--- config.mk ---
export PLATFORM = sky130hd
export DESIGN_NAME = switch_status_fault_readout
export DESIGN_NICKNAME = d
export VERILOG_FILES = /design/src/hdl/switch_status_pkg.sv /design/src/hdl/switch_status_fault_readout.sv /design/src/hdl/sync_2ff.sv
export SDC_FILE = /design/constraint.sdc
export NUM_CORES = 1
export LEC_CHECK = 0
export ABC_AREA = 0
export BUFFER_PORTS_ARGS = -buffer_cell sky130_fd_sc_hd__buf_2
export CORE_ASPECT_RATIO = 0.8
export CORE_MARGIN = 8
export CORE_UTILIZATION = 54
export DETAILED_ROUTE_END_ITERATION = 8
export PLACE_DENSITY = 0.78
export SYNTH_ARGS = -nofsm -noshare
export SYNTH_HDL_FRONTEND = slang
export SYNTH_SLANG_ARGS = --single-unit
--- constraint.sdc ---
create_clock -name clk_i -period 1.9 [get_ports clk_i]
set_input_delay 0.285 -clock clk_i [delete_from_list [all_inputs] [get_ports clk_i]]
set_output_delay 0.285 -clock clk_i [all_outputs]
set_load 0.02 [all_outputs]
--- src/hdl/switch_status_pkg.sv ---
package switch_status_pkg;

  // ==========================================================================
  // clock and timing
  localparam int CLK_PERIOD_PS      = 5000;
  localparam int INT_RELEASE_NS     = 1_000_000;
  // longest wait, so the cycle count rounds down
  localparam int INT_RELEASE_CYCLES = (INT_RELEASE_NS * 1000) / CLK_PERIOD_PS;
  localparam int INT_TIMER_W        = 18;

  // ==========================================================================
  // frame layout
  localparam int FRAME_BITS  = 32;
  localparam int BIT_CNT_W   = 6;
  localparam int ADDR_W      = 7;
  localparam int DATA_W      = 24;
  localparam int NUM_GROUND  = 14;
  localparam int NUM_PROG    = 8;
  localparam int NUM_SWITCH  = NUM_GROUND + NUM_PROG;

  // ==========================================================================
  // command addresses
  localparam logic [6:0] ADDR_SWITCH_INPUT_STATE = 7'h1f;
  localparam logic [6:0] ADDR_FAULT_FLAG_REPORT  = 7'h21;
  localparam logic [6:0] ADDR_LAST_VALID         = 7'h24;
  localparam logic [7:0] RESET_ECHO              = 8'h3e;

  // ==========================================================================
  // response bit positions
  localparam int RESP_FAULT_SUM_BIT = 23;
  localparam int RESP_INT_FLAG_BIT  = 22;

  // fault_flag_report bit positions
  localparam int FLT_W          = 11;
  localparam int FLT_SPI_ERR    = 10;
  localparam int FLT_HASH       = 9;
  localparam int FLT_UNUSED     = 8;
  localparam int FLT_UNDERVOLT  = 7;
  localparam int FLT_OVERVOLT   = 6;
  localparam int FLT_THERM_WARN = 5;
  localparam int FLT_OVERTEMP   = 4;
  localparam int FLT_INT_WAKE   = 3;
  localparam int FLT_PIN_WAKE   = 2;
  localparam int FLT_SPI_WAKE   = 1;
  localparam int FLT_POR        = 0;
  localparam logic [10:0] FAULT_RESET = 11'h001;

  // condition input positions (synchronised as one vector)
  localparam int COND_W         = 10;
  localparam int COND_UNDERVOLT = 0;
  localparam int COND_OVERVOLT  = 1;
  localparam int COND_THERM     = 2;
  localparam int COND_OVERTEMP  = 3;
  localparam int COND_HASH      = 4;
  localparam int COND_WETTING   = 5;
  localparam int COND_INT_WAKE  = 6;
  localparam int COND_PIN_WAKE  = 7;
  localparam int COND_SPI_WAKE  = 8;
  localparam int COND_LPM_EXIT  = 9;

  // ==========================================================================
  // types
  typedef struct packed {
    logic [6:0]  addr;
    logic        rw;
    logic [23:0] data;
  } frame_t;

  typedef enum logic [1:0] {
    RESP_STATUS = 2'b00,
    RESP_FAULT  = 2'b01,
    RESP_ECHO   = 2'b10
  } resp_kind_t;

endpackage : switch_status_pkg

--- src/hdl/switch_status_fault_readout.sv ---
// Functional notes
// read-only switch status at address 0x1f, read bit 0; writes ignored
// status asked for in one frame is shifted out in the next frame
// each of 22 input bits reads 1 for closed, 0 for open switch
// response: 23 fault summary, 22 int flag, 21..14 prog, 13..0 ground
// status response upper byte echoes command byte 0011_1110
// fault summary is OR of all fault flags and wetting faults
// int flag sets on any switch change or fault onset
// after power-on reset both fault summary and int flag read 1
// int flag clears after any frame carrying it, even if cause persists
// fault summary stays until fault register read; read clears all flags; the wetting part follows the live input and drops without a read
// a cleared fault flag sets again at once while its condition persists
// persisting fault gives no new interrupt until it goes and recurs
// flags ride bits 23 and 22 of every command response
// master opens with chip select falling, then exactly 32 clocks
// interrupt output releases 1.0 ms after chip select falls
// fault flags return in the frame after the fault register read
// fault response reports faults, int flag, echo 0100_0010
// fault bit map 10..0; each bit clears on read once condition gone
// after low-power return first frame shows both flags and inputs
// frame: addr 31..25, rw bit 24, data 23..0, msb first
// interrupt output asserts when int flag sets, held until timed release
`timescale 1ns/1ps

module switch_status_fault_readout #(
  parameter int INT_RELEASE_CYCLES = switch_status_pkg::INT_RELEASE_CYCLES
) (
  input  wire logic        clk_i,
  input  wire logic        rst_n_i,
  input  wire logic        spi_sck_i,
  input  wire logic        spi_cs_n_i,
  input  wire logic        spi_mosi_i,
  output logic             spi_miso_o,
  output logic             spi_miso_oe_o,
  output logic             int_n_o,
  input  wire logic [13:0] ground_switch_input_i,
  input  wire logic [7:0]  programmable_switch_input_i,
  input  wire logic        undervoltage_flag_i,
  input  wire logic        overvoltage_flag_i,
  input  wire logic        thermal_warning_flag_i,
  input  wire logic        overtemp_flag_i,
  input  wire logic        hash_mismatch_i,
  input  wire logic        wetting_fault_i,
  input  wire logic        int_pin_wake_i,
  input  wire logic        wake_pin_wake_i,
  input  wire logic        spi_wake_i,
  input  wire logic        lpm_exit_i
);

  // ==========================================================================
  // input synchronisers
  logic [2:0]                            link_s;
  logic [switch_status_pkg::NUM_SWITCH-1:0] sw_s;
  logic [switch_status_pkg::COND_W-1:0]  cond_s;
  logic                                  sck_s;
  logic                                  cs_n_s;
  logic                                  mosi_s;

  sync_2ff #(
    .W    (3),
    .INIT (3'h2)
  ) u_link_sync (
    .clk_i   (clk_i),
    .rst_n_i (rst_n_i),
    .async_i ({spi_sck_i, spi_cs_n_i, spi_mosi_i}),
    .sync_o  (link_s)
  );

  sync_2ff #(
    .W    (switch_status_pkg::NUM_SWITCH + switch_status_pkg::COND_W),
    .INIT ('0)
  ) u_field_sync (
    .clk_i   (clk_i),
    .rst_n_i (rst_n_i),
    .async_i ({lpm_exit_i, spi_wake_i, wake_pin_wake_i, int_pin_wake_i,
               wetting_fault_i, hash_mismatch_i, overtemp_flag_i,
               thermal_warning_flag_i, overvoltage_flag_i,
               undervoltage_flag_i,
               programmable_switch_input_i, ground_switch_input_i}),
    .sync_o  ({cond_s, sw_s})
  );

  assign sck_s  = link_s[2];
  assign cs_n_s = link_s[1];
  assign mosi_s = link_s[0];

  // ==========================================================================
  // edge detection on the sampled link
  logic sck_q_r;
  logic cs_n_q_r;
  logic sck_rise;
  logic sck_fall;
  logic cs_fall;
  logic cs_rise;

  always_ff @(posedge clk_i or negedge rst_n_i) begin
    if (!rst_n_i) begin
      sck_q_r  <= 1'b0;
      cs_n_q_r <= 1'b1;
    end else begin
      sck_q_r  <= sck_s;
      cs_n_q_r <= cs_n_s;
    end
  end

  assign sck_rise = sck_s & ~sck_q_r & ~cs_n_s;
  assign sck_fall = ~sck_s & sck_q_r & ~cs_n_s;
  assign cs_fall  = ~cs_n_s & cs_n_q_r;
  assign cs_rise  = cs_n_s & ~cs_n_q_r;

  // ==========================================================================
  // receive shifter and frame decode
  logic [switch_status_pkg::FRAME_BITS-1:0] rx_r;
  logic [switch_status_pkg::BIT_CNT_W-1:0]  bit_cnt_r;
  switch_status_pkg::frame_t                rx_frame;
  logic                                     frame_len_ok;
  logic                                     frame_addr_ok;
  logic                                     spi_err_evt;

  always_ff @(posedge clk_i or negedge rst_n_i) begin
    if (!rst_n_i) begin
      rx_r      <= '0;
      bit_cnt_r <= '0;
    end else if (cs_fall) begin
      bit_cnt_r <= '0;
    end else if (sck_rise) begin
      rx_r <= {rx_r[switch_status_pkg::FRAME_BITS-2:0], mosi_s};
      // saturate so an overlong frame can never wrap back to 32
      if (bit_cnt_r != '1) begin
        bit_cnt_r <= bit_cnt_r + 6'h01;
      end
    end
  end

  assign rx_frame      = switch_status_pkg::frame_t'(rx_r);
  assign frame_len_ok  = (bit_cnt_r ==
    6'(switch_status_pkg::FRAME_BITS));
  assign frame_addr_ok = (rx_frame.addr <= switch_status_pkg::ADDR_LAST_VALID);
  assign spi_err_evt   = cs_rise & ~(frame_len_ok & frame_addr_ok);

  // ==========================================================================
  // pending response, answered in the next frame
  switch_status_pkg::resp_kind_t resp_kind_r;
  logic [7:0]                    echo_r;

  always_ff @(posedge clk_i or negedge rst_n_i) begin
    if (!rst_n_i) begin
      resp_kind_r <= switch_status_pkg::RESP_STATUS;
      echo_r      <= switch_status_pkg::RESET_ECHO;
    end else if (cs_rise) begin
      if (frame_len_ok && frame_addr_ok) begin
        echo_r <= {rx_frame.addr, rx_frame.rw};
        if (rx_frame.addr == switch_status_pkg::ADDR_SWITCH_INPUT_STATE &&
            !rx_frame.rw) begin
          resp_kind_r <= switch_status_pkg::RESP_STATUS;
        end else if (rx_frame.addr ==
                     switch_status_pkg::ADDR_FAULT_FLAG_REPORT &&
                     !rx_frame.rw) begin
          resp_kind_r <= switch_status_pkg::RESP_FAULT;
        end else begin
          resp_kind_r <= switch_status_pkg::RESP_ECHO;
        end
      end else begin
        // a broken frame is answered with plain switch status
        resp_kind_r <= switch_status_pkg::RESP_STATUS;
        echo_r      <= switch_status_pkg::RESET_ECHO;
      end
    end
  end

  // ==========================================================================
  // fault flags
  logic [switch_status_pkg::FLT_W-1:0]  fault_r;
  logic [switch_status_pkg::FLT_W-1:0]  fault_set;
  logic [switch_status_pkg::COND_W-1:0] cond_q_r;
  logic                                 fault_read;
  logic                                 fault_sum;

  assign fault_read = cs_fall &&
    (resp_kind_r == switch_status_pkg::RESP_FAULT);

  always_comb begin
    fault_set = '0;
    fault_set[switch_status_pkg::FLT_SPI_ERR]    = spi_err_evt;
    fault_set[switch_status_pkg::FLT_HASH]       =
      cond_s[switch_status_pkg::COND_HASH];
    fault_set[switch_status_pkg::FLT_UNDERVOLT]  =
      cond_s[switch_status_pkg::COND_UNDERVOLT];
    fault_set[switch_status_pkg::FLT_OVERVOLT]   =
      cond_s[switch_status_pkg::COND_OVERVOLT];
    fault_set[switch_status_pkg::FLT_THERM_WARN] =
      cond_s[switch_status_pkg::COND_THERM];
    fault_set[switch_status_pkg::FLT_OVERTEMP]   =
      cond_s[switch_status_pkg::COND_OVERTEMP];
    fault_set[switch_status_pkg::FLT_INT_WAKE]   =
      cond_s[switch_status_pkg::COND_INT_WAKE];
    fault_set[switch_status_pkg::FLT_PIN_WAKE]   =
      cond_s[switch_status_pkg::COND_PIN_WAKE];
    fault_set[switch_status_pkg::FLT_SPI_WAKE]   =
      cond_s[switch_status_pkg::COND_SPI_WAKE];
  end

  always_ff @(posedge clk_i or negedge rst_n_i) begin
    if (!rst_n_i) begin
      fault_r <= switch_status_pkg::FAULT_RESET;
    end else begin
      // a live condition wins over the read clear
      fault_r <= (fault_read ? '0 : fault_r) | fault_set;
    end
  end

  assign fault_sum = (|fault_r) |
    cond_s[switch_status_pkg::COND_WETTING];

  // ==========================================================================
  // interrupt flag
  logic [switch_status_pkg::NUM_SWITCH-1:0] sw_q_r;
  logic                                     int_evt;
  logic                                     int_flag_r;

  always_ff @(posedge clk_i or negedge rst_n_i) begin
    if (!rst_n_i) begin
      sw_q_r   <= '0;
      cond_q_r <= '0;
    end else begin
      sw_q_r   <= sw_s;
      cond_q_r <= cond_s;
    end
  end

  // onsets only, so a steady fault raises one interrupt
  assign int_evt = (|(sw_s ^ sw_q_r)) |
                   (|(cond_s & ~cond_q_r)) |
                   spi_err_evt;

  always_ff @(posedge clk_i or negedge rst_n_i) begin
    if (!rst_n_i) begin
      int_flag_r <= 1'b1;
    end else if (int_evt) begin
      int_flag_r <= 1'b1;
    end else if (cs_fall) begin
      // cleared once latched into the outgoing word
      int_flag_r <= 1'b0;
    end
  end

  // ==========================================================================
  // response word and transmit shifter
  switch_status_pkg::frame_t                resp_word;
  logic [switch_status_pkg::FRAME_BITS-1:0] tx_r;

  always_comb begin
    resp_word      = '0;
    resp_word.addr = echo_r[7:1];
    resp_word.rw   = echo_r[0];
    resp_word.data[switch_status_pkg::RESP_FAULT_SUM_BIT] = fault_sum;
    resp_word.data[switch_status_pkg::RESP_INT_FLAG_BIT]  = int_flag_r;
    case (resp_kind_r)
      switch_status_pkg::RESP_STATUS: begin
        resp_word.data[switch_status_pkg::NUM_SWITCH-1:0] = sw_s;
      end
      switch_status_pkg::RESP_FAULT: begin
        resp_word.data[switch_status_pkg::FLT_W-1:0] = fault_r;
      end
      default: begin
      end
    endcase
  end

  always_ff @(posedge clk_i or negedge rst_n_i) begin
    if (!rst_n_i) begin
      tx_r       <= '0;
      spi_miso_o <= 1'b0;
    end else if (cs_fall) begin
      tx_r       <= resp_word;
      spi_miso_o <= resp_word[switch_status_pkg::FRAME_BITS-1];
    end else if (sck_fall) begin
      tx_r       <= {tx_r[switch_status_pkg::FRAME_BITS-2:0], 1'b0};
      spi_miso_o <= tx_r[switch_status_pkg::FRAME_BITS-2];
    end
  end

  always_ff @(posedge clk_i or negedge rst_n_i) begin
    if (!rst_n_i) begin
      spi_miso_oe_o <= 1'b0;
    end else begin
      spi_miso_oe_o <= ~cs_n_s;
    end
  end

  // ==========================================================================
  // interrupt output and release timer
  logic [switch_status_pkg::INT_TIMER_W-1:0] int_tmr_r;
  logic                                      int_tmr_run_r;

  always_ff @(posedge clk_i or negedge rst_n_i) begin
    if (!rst_n_i) begin
      int_n_o       <= 1'b0;
      int_tmr_r     <= '0;
      int_tmr_run_r <= 1'b0;
    end else if (int_evt) begin
      // a new event re-asserts and drops any pending release
      int_n_o       <= 1'b0;
      int_tmr_run_r <= 1'b0;
    end else if (cs_fall) begin
      int_tmr_r     <= '0;
      int_tmr_run_r <= 1'b1;
    end else if (int_tmr_run_r) begin
      if (int_tmr_r == 18'(INT_RELEASE_CYCLES - 1)) begin
        int_n_o       <= 1'b1;
        int_tmr_run_r <= 1'b0;
      end else begin
        int_tmr_r <= int_tmr_r + 18'h0_0001;
      end
    end
  end

endmodule : switch_status_fault_readout

--- src/hdl/sync_2ff.sv ---
`timescale 1ns/1ps

module sync_2ff #(
  parameter int         W    = 1,
  parameter logic [W-1:0] INIT = '0
) (
  input  wire logic         clk_i,
  input  wire logic         rst_n_i,
  input  wire logic [W-1:0] async_i,
  output logic      [W-1:0] sync_o
);

  logic [W-1:0] meta_r;

  // first stage feeds only the second stage
  always_ff @(posedge clk_i or negedge rst_n_i) begin
    if (!rst_n_i) begin
      meta_r <= INIT;
      sync_o <= INIT;
    end else begin
      meta_r <= async_i;
      sync_o <= meta_r;
    end
  end

endmodule : sync_2ff

==> impl_metrics.py <==
metrics = {
    "run_status": {
        "outcome": "complete, but fails checks",
        "violations": "setup timing",
    },
    "die": {
        "die_h_um": 125,
        "start_util_pct": 54.5,
        "io_pins": 40,
        "fp.coreArea_um2": 14800,
        "die_w_um": 152,
        "dieArea_um2": 19100,
        "rows": 40,
    },
    "routing": {
        "detail_route.vias_per_cell": 5.64,
        "drtPass1Iterations": 6,
        "wl_per_cell_um": 17.5,
        "ant_nets": 0,
        "vias": 5517,
        "drt-total-wl_um": 17200,
        "drtIter0Drc": 412,
        "drc": 0,
    },
    "cells_and_area": {
        "drive_gt1_share_pct": 27.0,
        "finalInstanceArea_um2": 10200,
        "multi_input_area_um2": 2680,
        "nets": 814,
        "syn_to_final_growth_pct": 27.0,
        "final_util_pct": 69.1,
        "nFillCells": 887,
        "antenna_cells": 0,
        "layout.area.seq_um2": 5420,
    },
    "synthesis": {
        "synth_mux_area_share_pct": 5.73,
        "synth-compound-area-share_pct": 9.94,
        "synth_top_family_by_area": "simple AND/OR/NAND/NOR gates",
        "ys_seq_area_share_pct": 67.4,
        "ys_types": 55,
        "synth_top_cell_area_share_pct": 64.1,
        "synth_edf_count": 0,
        "yosys.area.top_type": "dfrtp_1",
        "ys_async_sr_fraction_pct": 100,
        "synth.area.top_cells": "dfrtp_1, mux2_2, nand2_1",
        "synth_nets": 676,
        "synth-xor-area-share_pct": 2.83,
        "synthCells": 636,
        "synth_fa_ha_area_share_pct": 0.467,
        "synth_area_um2": 8040,
        "syn_area_per_cell_um2": 12.6,
        "synth-seq-cells": 216,
        "yosys_most_used_dff": "dfrtp_1",
        "synth-simple-area-share_pct": 12.0,
        "yosys_warnings": 0,
    },
    "timing": {
        "maxSlewViolCount": 0,
        "finalSetupViolations": 17,
        "fin_crit_sh_pct": 108,
        "finalSetupTns_ns": -1.45,
        "skew_ns": 0.0134,
        "tightestPinTransition_ns": 0.535,
        "hold_ws_ns": 0.341,
        "fin_ws_ns": -0.150,
        "hold_violations": 0,
        "slew_headroom_pct": 64.2,
        "min_period_ns": 2.05,
        "fmax_mhz": 488,
        "rsz0062_at_grt": "true",
    },
    "hold_path": {
        "hold_class": "reg -> reg",
    },
    "clock_tree": {
        "cts_tree": "built",
        "clk_latency_ns": 0.49,
        "clock_path_buffers": 3,
        "cts_buffers": 21,
        "h-tree-depth": 1,
        "clk_pin_slew_ns": 0.06,
        "cts_sinks": 216,
        "clock-root-buffer": "clkbuf_16",
    },
    "worst_setup_path": {
        "cp_cell_sequence": "ha_2 > and3_4 > nand2_1 > nor3_2 > nor2_1 > nand3_4 > o31ai_2",
        "cp.required_ns": 2.29,
        "end_kind": "register",
        "critPathArrivalTime_ns": 2.44,
        "critPathMaxFanout": 7,
        "crit_type": "reg -> reg",
        "slowest_delay_ns": 0.44,
        "r2r_slack_ns": -0.15,
        "crit_slowest_cell": "nor2_1",
        "worst_setup_path_start_kind": "register",
    },
    "placement": {
        "place_hpwl_um": 10600,
        "gp_congestion": 0.805,
        "io_buffer_count": 39,
        "place_area_um2": 8870,
    },
    "pwr": {
        "power_density_nw_per_um2": 978,
        "peakVddDrop_mv": 0.827,
        "fin_total_pwr_mw": 9.98,
        "leakage_nw": 4.61,
    },
    "global_routing": {
        "grt_first_pass_wirelength_um": 28800,
        "grt_max_degree": 64,
        "grt_use_total_pct": 18.0,
        "grt_overflow": 0,
        "grt_pass1_vias": 5867,
        "antenna_found_initial": 0,
    },
    "flow_run": {
        "cap_violations": 0,
    },
}
Yosys cell counts, types with 6 or more instances:
cell type,number
dfrtp_1,206
nand2_1,83
o21ai_0,47
nor2_1,38
mux2_2,32
xnor2_1,23
a21oi_1,19
o31ai_1,19
clkbuf_1,18
nand2b_1,12
nand4_1,11
dfstp_2,10
mux2i_1,10
nand3_1,10
inv_1,9
o21ai_1,8
and3_1,6
power by group:
| group | switching, mW | internal (mW) |
|---|---|---|
| combinational | 0.365 | 0.315 |
| clock | 1.65 | 2.64 |
| sequential | 0.148 | 4.86 |
| total | 2.16 | 7.82 |
cell families (layout without fill, tap and decap cells):
kind of cell	Yosys count	after routing
DFF	216	216
xor gates and xnor gates	26	26
buffers and inverters	33	185
AOI/OAI and AO/OA	124	124
adders and majority gates	3	3
muxes	42	42
and+or+nand+nor	192	193
flip-flops by register name, indices dropped and copies added (netlist names):
register             count
int_flag_r               1
bit_cnt_r                6
sck_q_r                  1
u_field_sync.meta_r     32
u_link_sync.sync_o       3
u_field_sync.sync_o     32
cs_n_q_r                 1
spi_miso_oe_o            1
rx_frame                32
spi_miso_o               1
resp_kind_r              2
int_n_o                  1
int_tmr_run_r            1
int_tmr_r               18
cond_q_r                10
u_link_sync.meta_r       3
echo_r                   8
fault_r                 10
tx_r                    31
sw_q_r                  22
worst paths after layout:
kind,startpoint,end,cells past startpoint
max reg2reg,int_tmr_r[0]$_DFFE_PN0P_,int_tmr_r[13]$_DFFE_PN0P_,7
max in group asynchronous,rst_n_i,u_link_sync.sync_o[1]$_DFF_PN1_,3
max,int_tmr_r[0]$_DFFE_PN0P_,int_tmr_r[13]$_DFFE_PN0P_,7
min in group asynchronous,rst_n_i,u_field_sync.meta_r[20]$_DFF_PN0_,2
min reg2reg,u_field_sync.meta_r[3]$_DFF_PN0_,u_field_sync.sync_o[3]$_DFF_PN0_,0
min,u_field_sync.meta_r[3]$_DFF_PN0_,u_field_sync.sync_o[3]$_DFF_PN0_,0
placed cells by master (no fill, tap or decap), types with 6 or more instances in the layout:
master,Yosys,final
dfrtp_1,206,206
xnor2_1,23,21
o21ai_1,8,8
clkbuf_16,0,21
nand4_1,11,11
dlygate4sd3_1,0,36
nand3_1,10,9
o21ai_0,47,45
inv_1,9,9
mux2i_1,10,10
o31ai_1,19,12
o31ai_4,1,8
clkbuf_8,0,6
buf_4,0,54
nor2_1,38,37
nand2b_1,12,12
a21oi_1,19,19
nand2_1,83,83
mux2_2,32,32
dfstp_2,10,10
buf_2,3,38
cell type report:
type | count | area share (%)
Sequential cell | 216 | 53.1
Tap cell | 189 | 2.32
Timing Repair Buffer | 138 | 10.9
Multi-Input combinational cell | 388 | 26.2
Clock buffer | 30 | 5.97
Clock inverter | 8 | 1.16
Inverter | 9 | 0.331
metal layers:
layer  up-vias  GRT usage (%)  share of wire, %  routed length (µm)
met2       179           30.9                52                8840
met5         -              0                 0                   0
met4         0           5.52               2.4                 418
met3        40           3.30               4.7                 814
met1      2789           23.0                41                7080
li1       2509              -                 -                   -
critical path, delay by kind of cell (launching register included):
family	cells	cell delay, ns
flops	1	0.40
simple gates	5	1.10
fa+ha+maj	1	0.21
compound gates	1	0.25
per-stage QoR:
stage                     std cells  setup slack, ns
after floorplan                 636         -0.00322
after global placement          896          -0.0161
after detailed placement        896           -0.191
after CTS                       975          -0.0576
after global routing            978           -0.194
final                           978           -0.150
repair_timing:
action / 4_1_cts / 5_1_grt
resized for setup: 17 / 13
setup endpoints to repair: 18 / 24
gates cloned: 1 / 0
hold buffers: 36 / 0
buffers inserted: 4 / 3
pin swaps: 10 / 9
endpoints found under the hold margin: 88 / 0
Note: power is estimated with default switching activity, not from simulation.
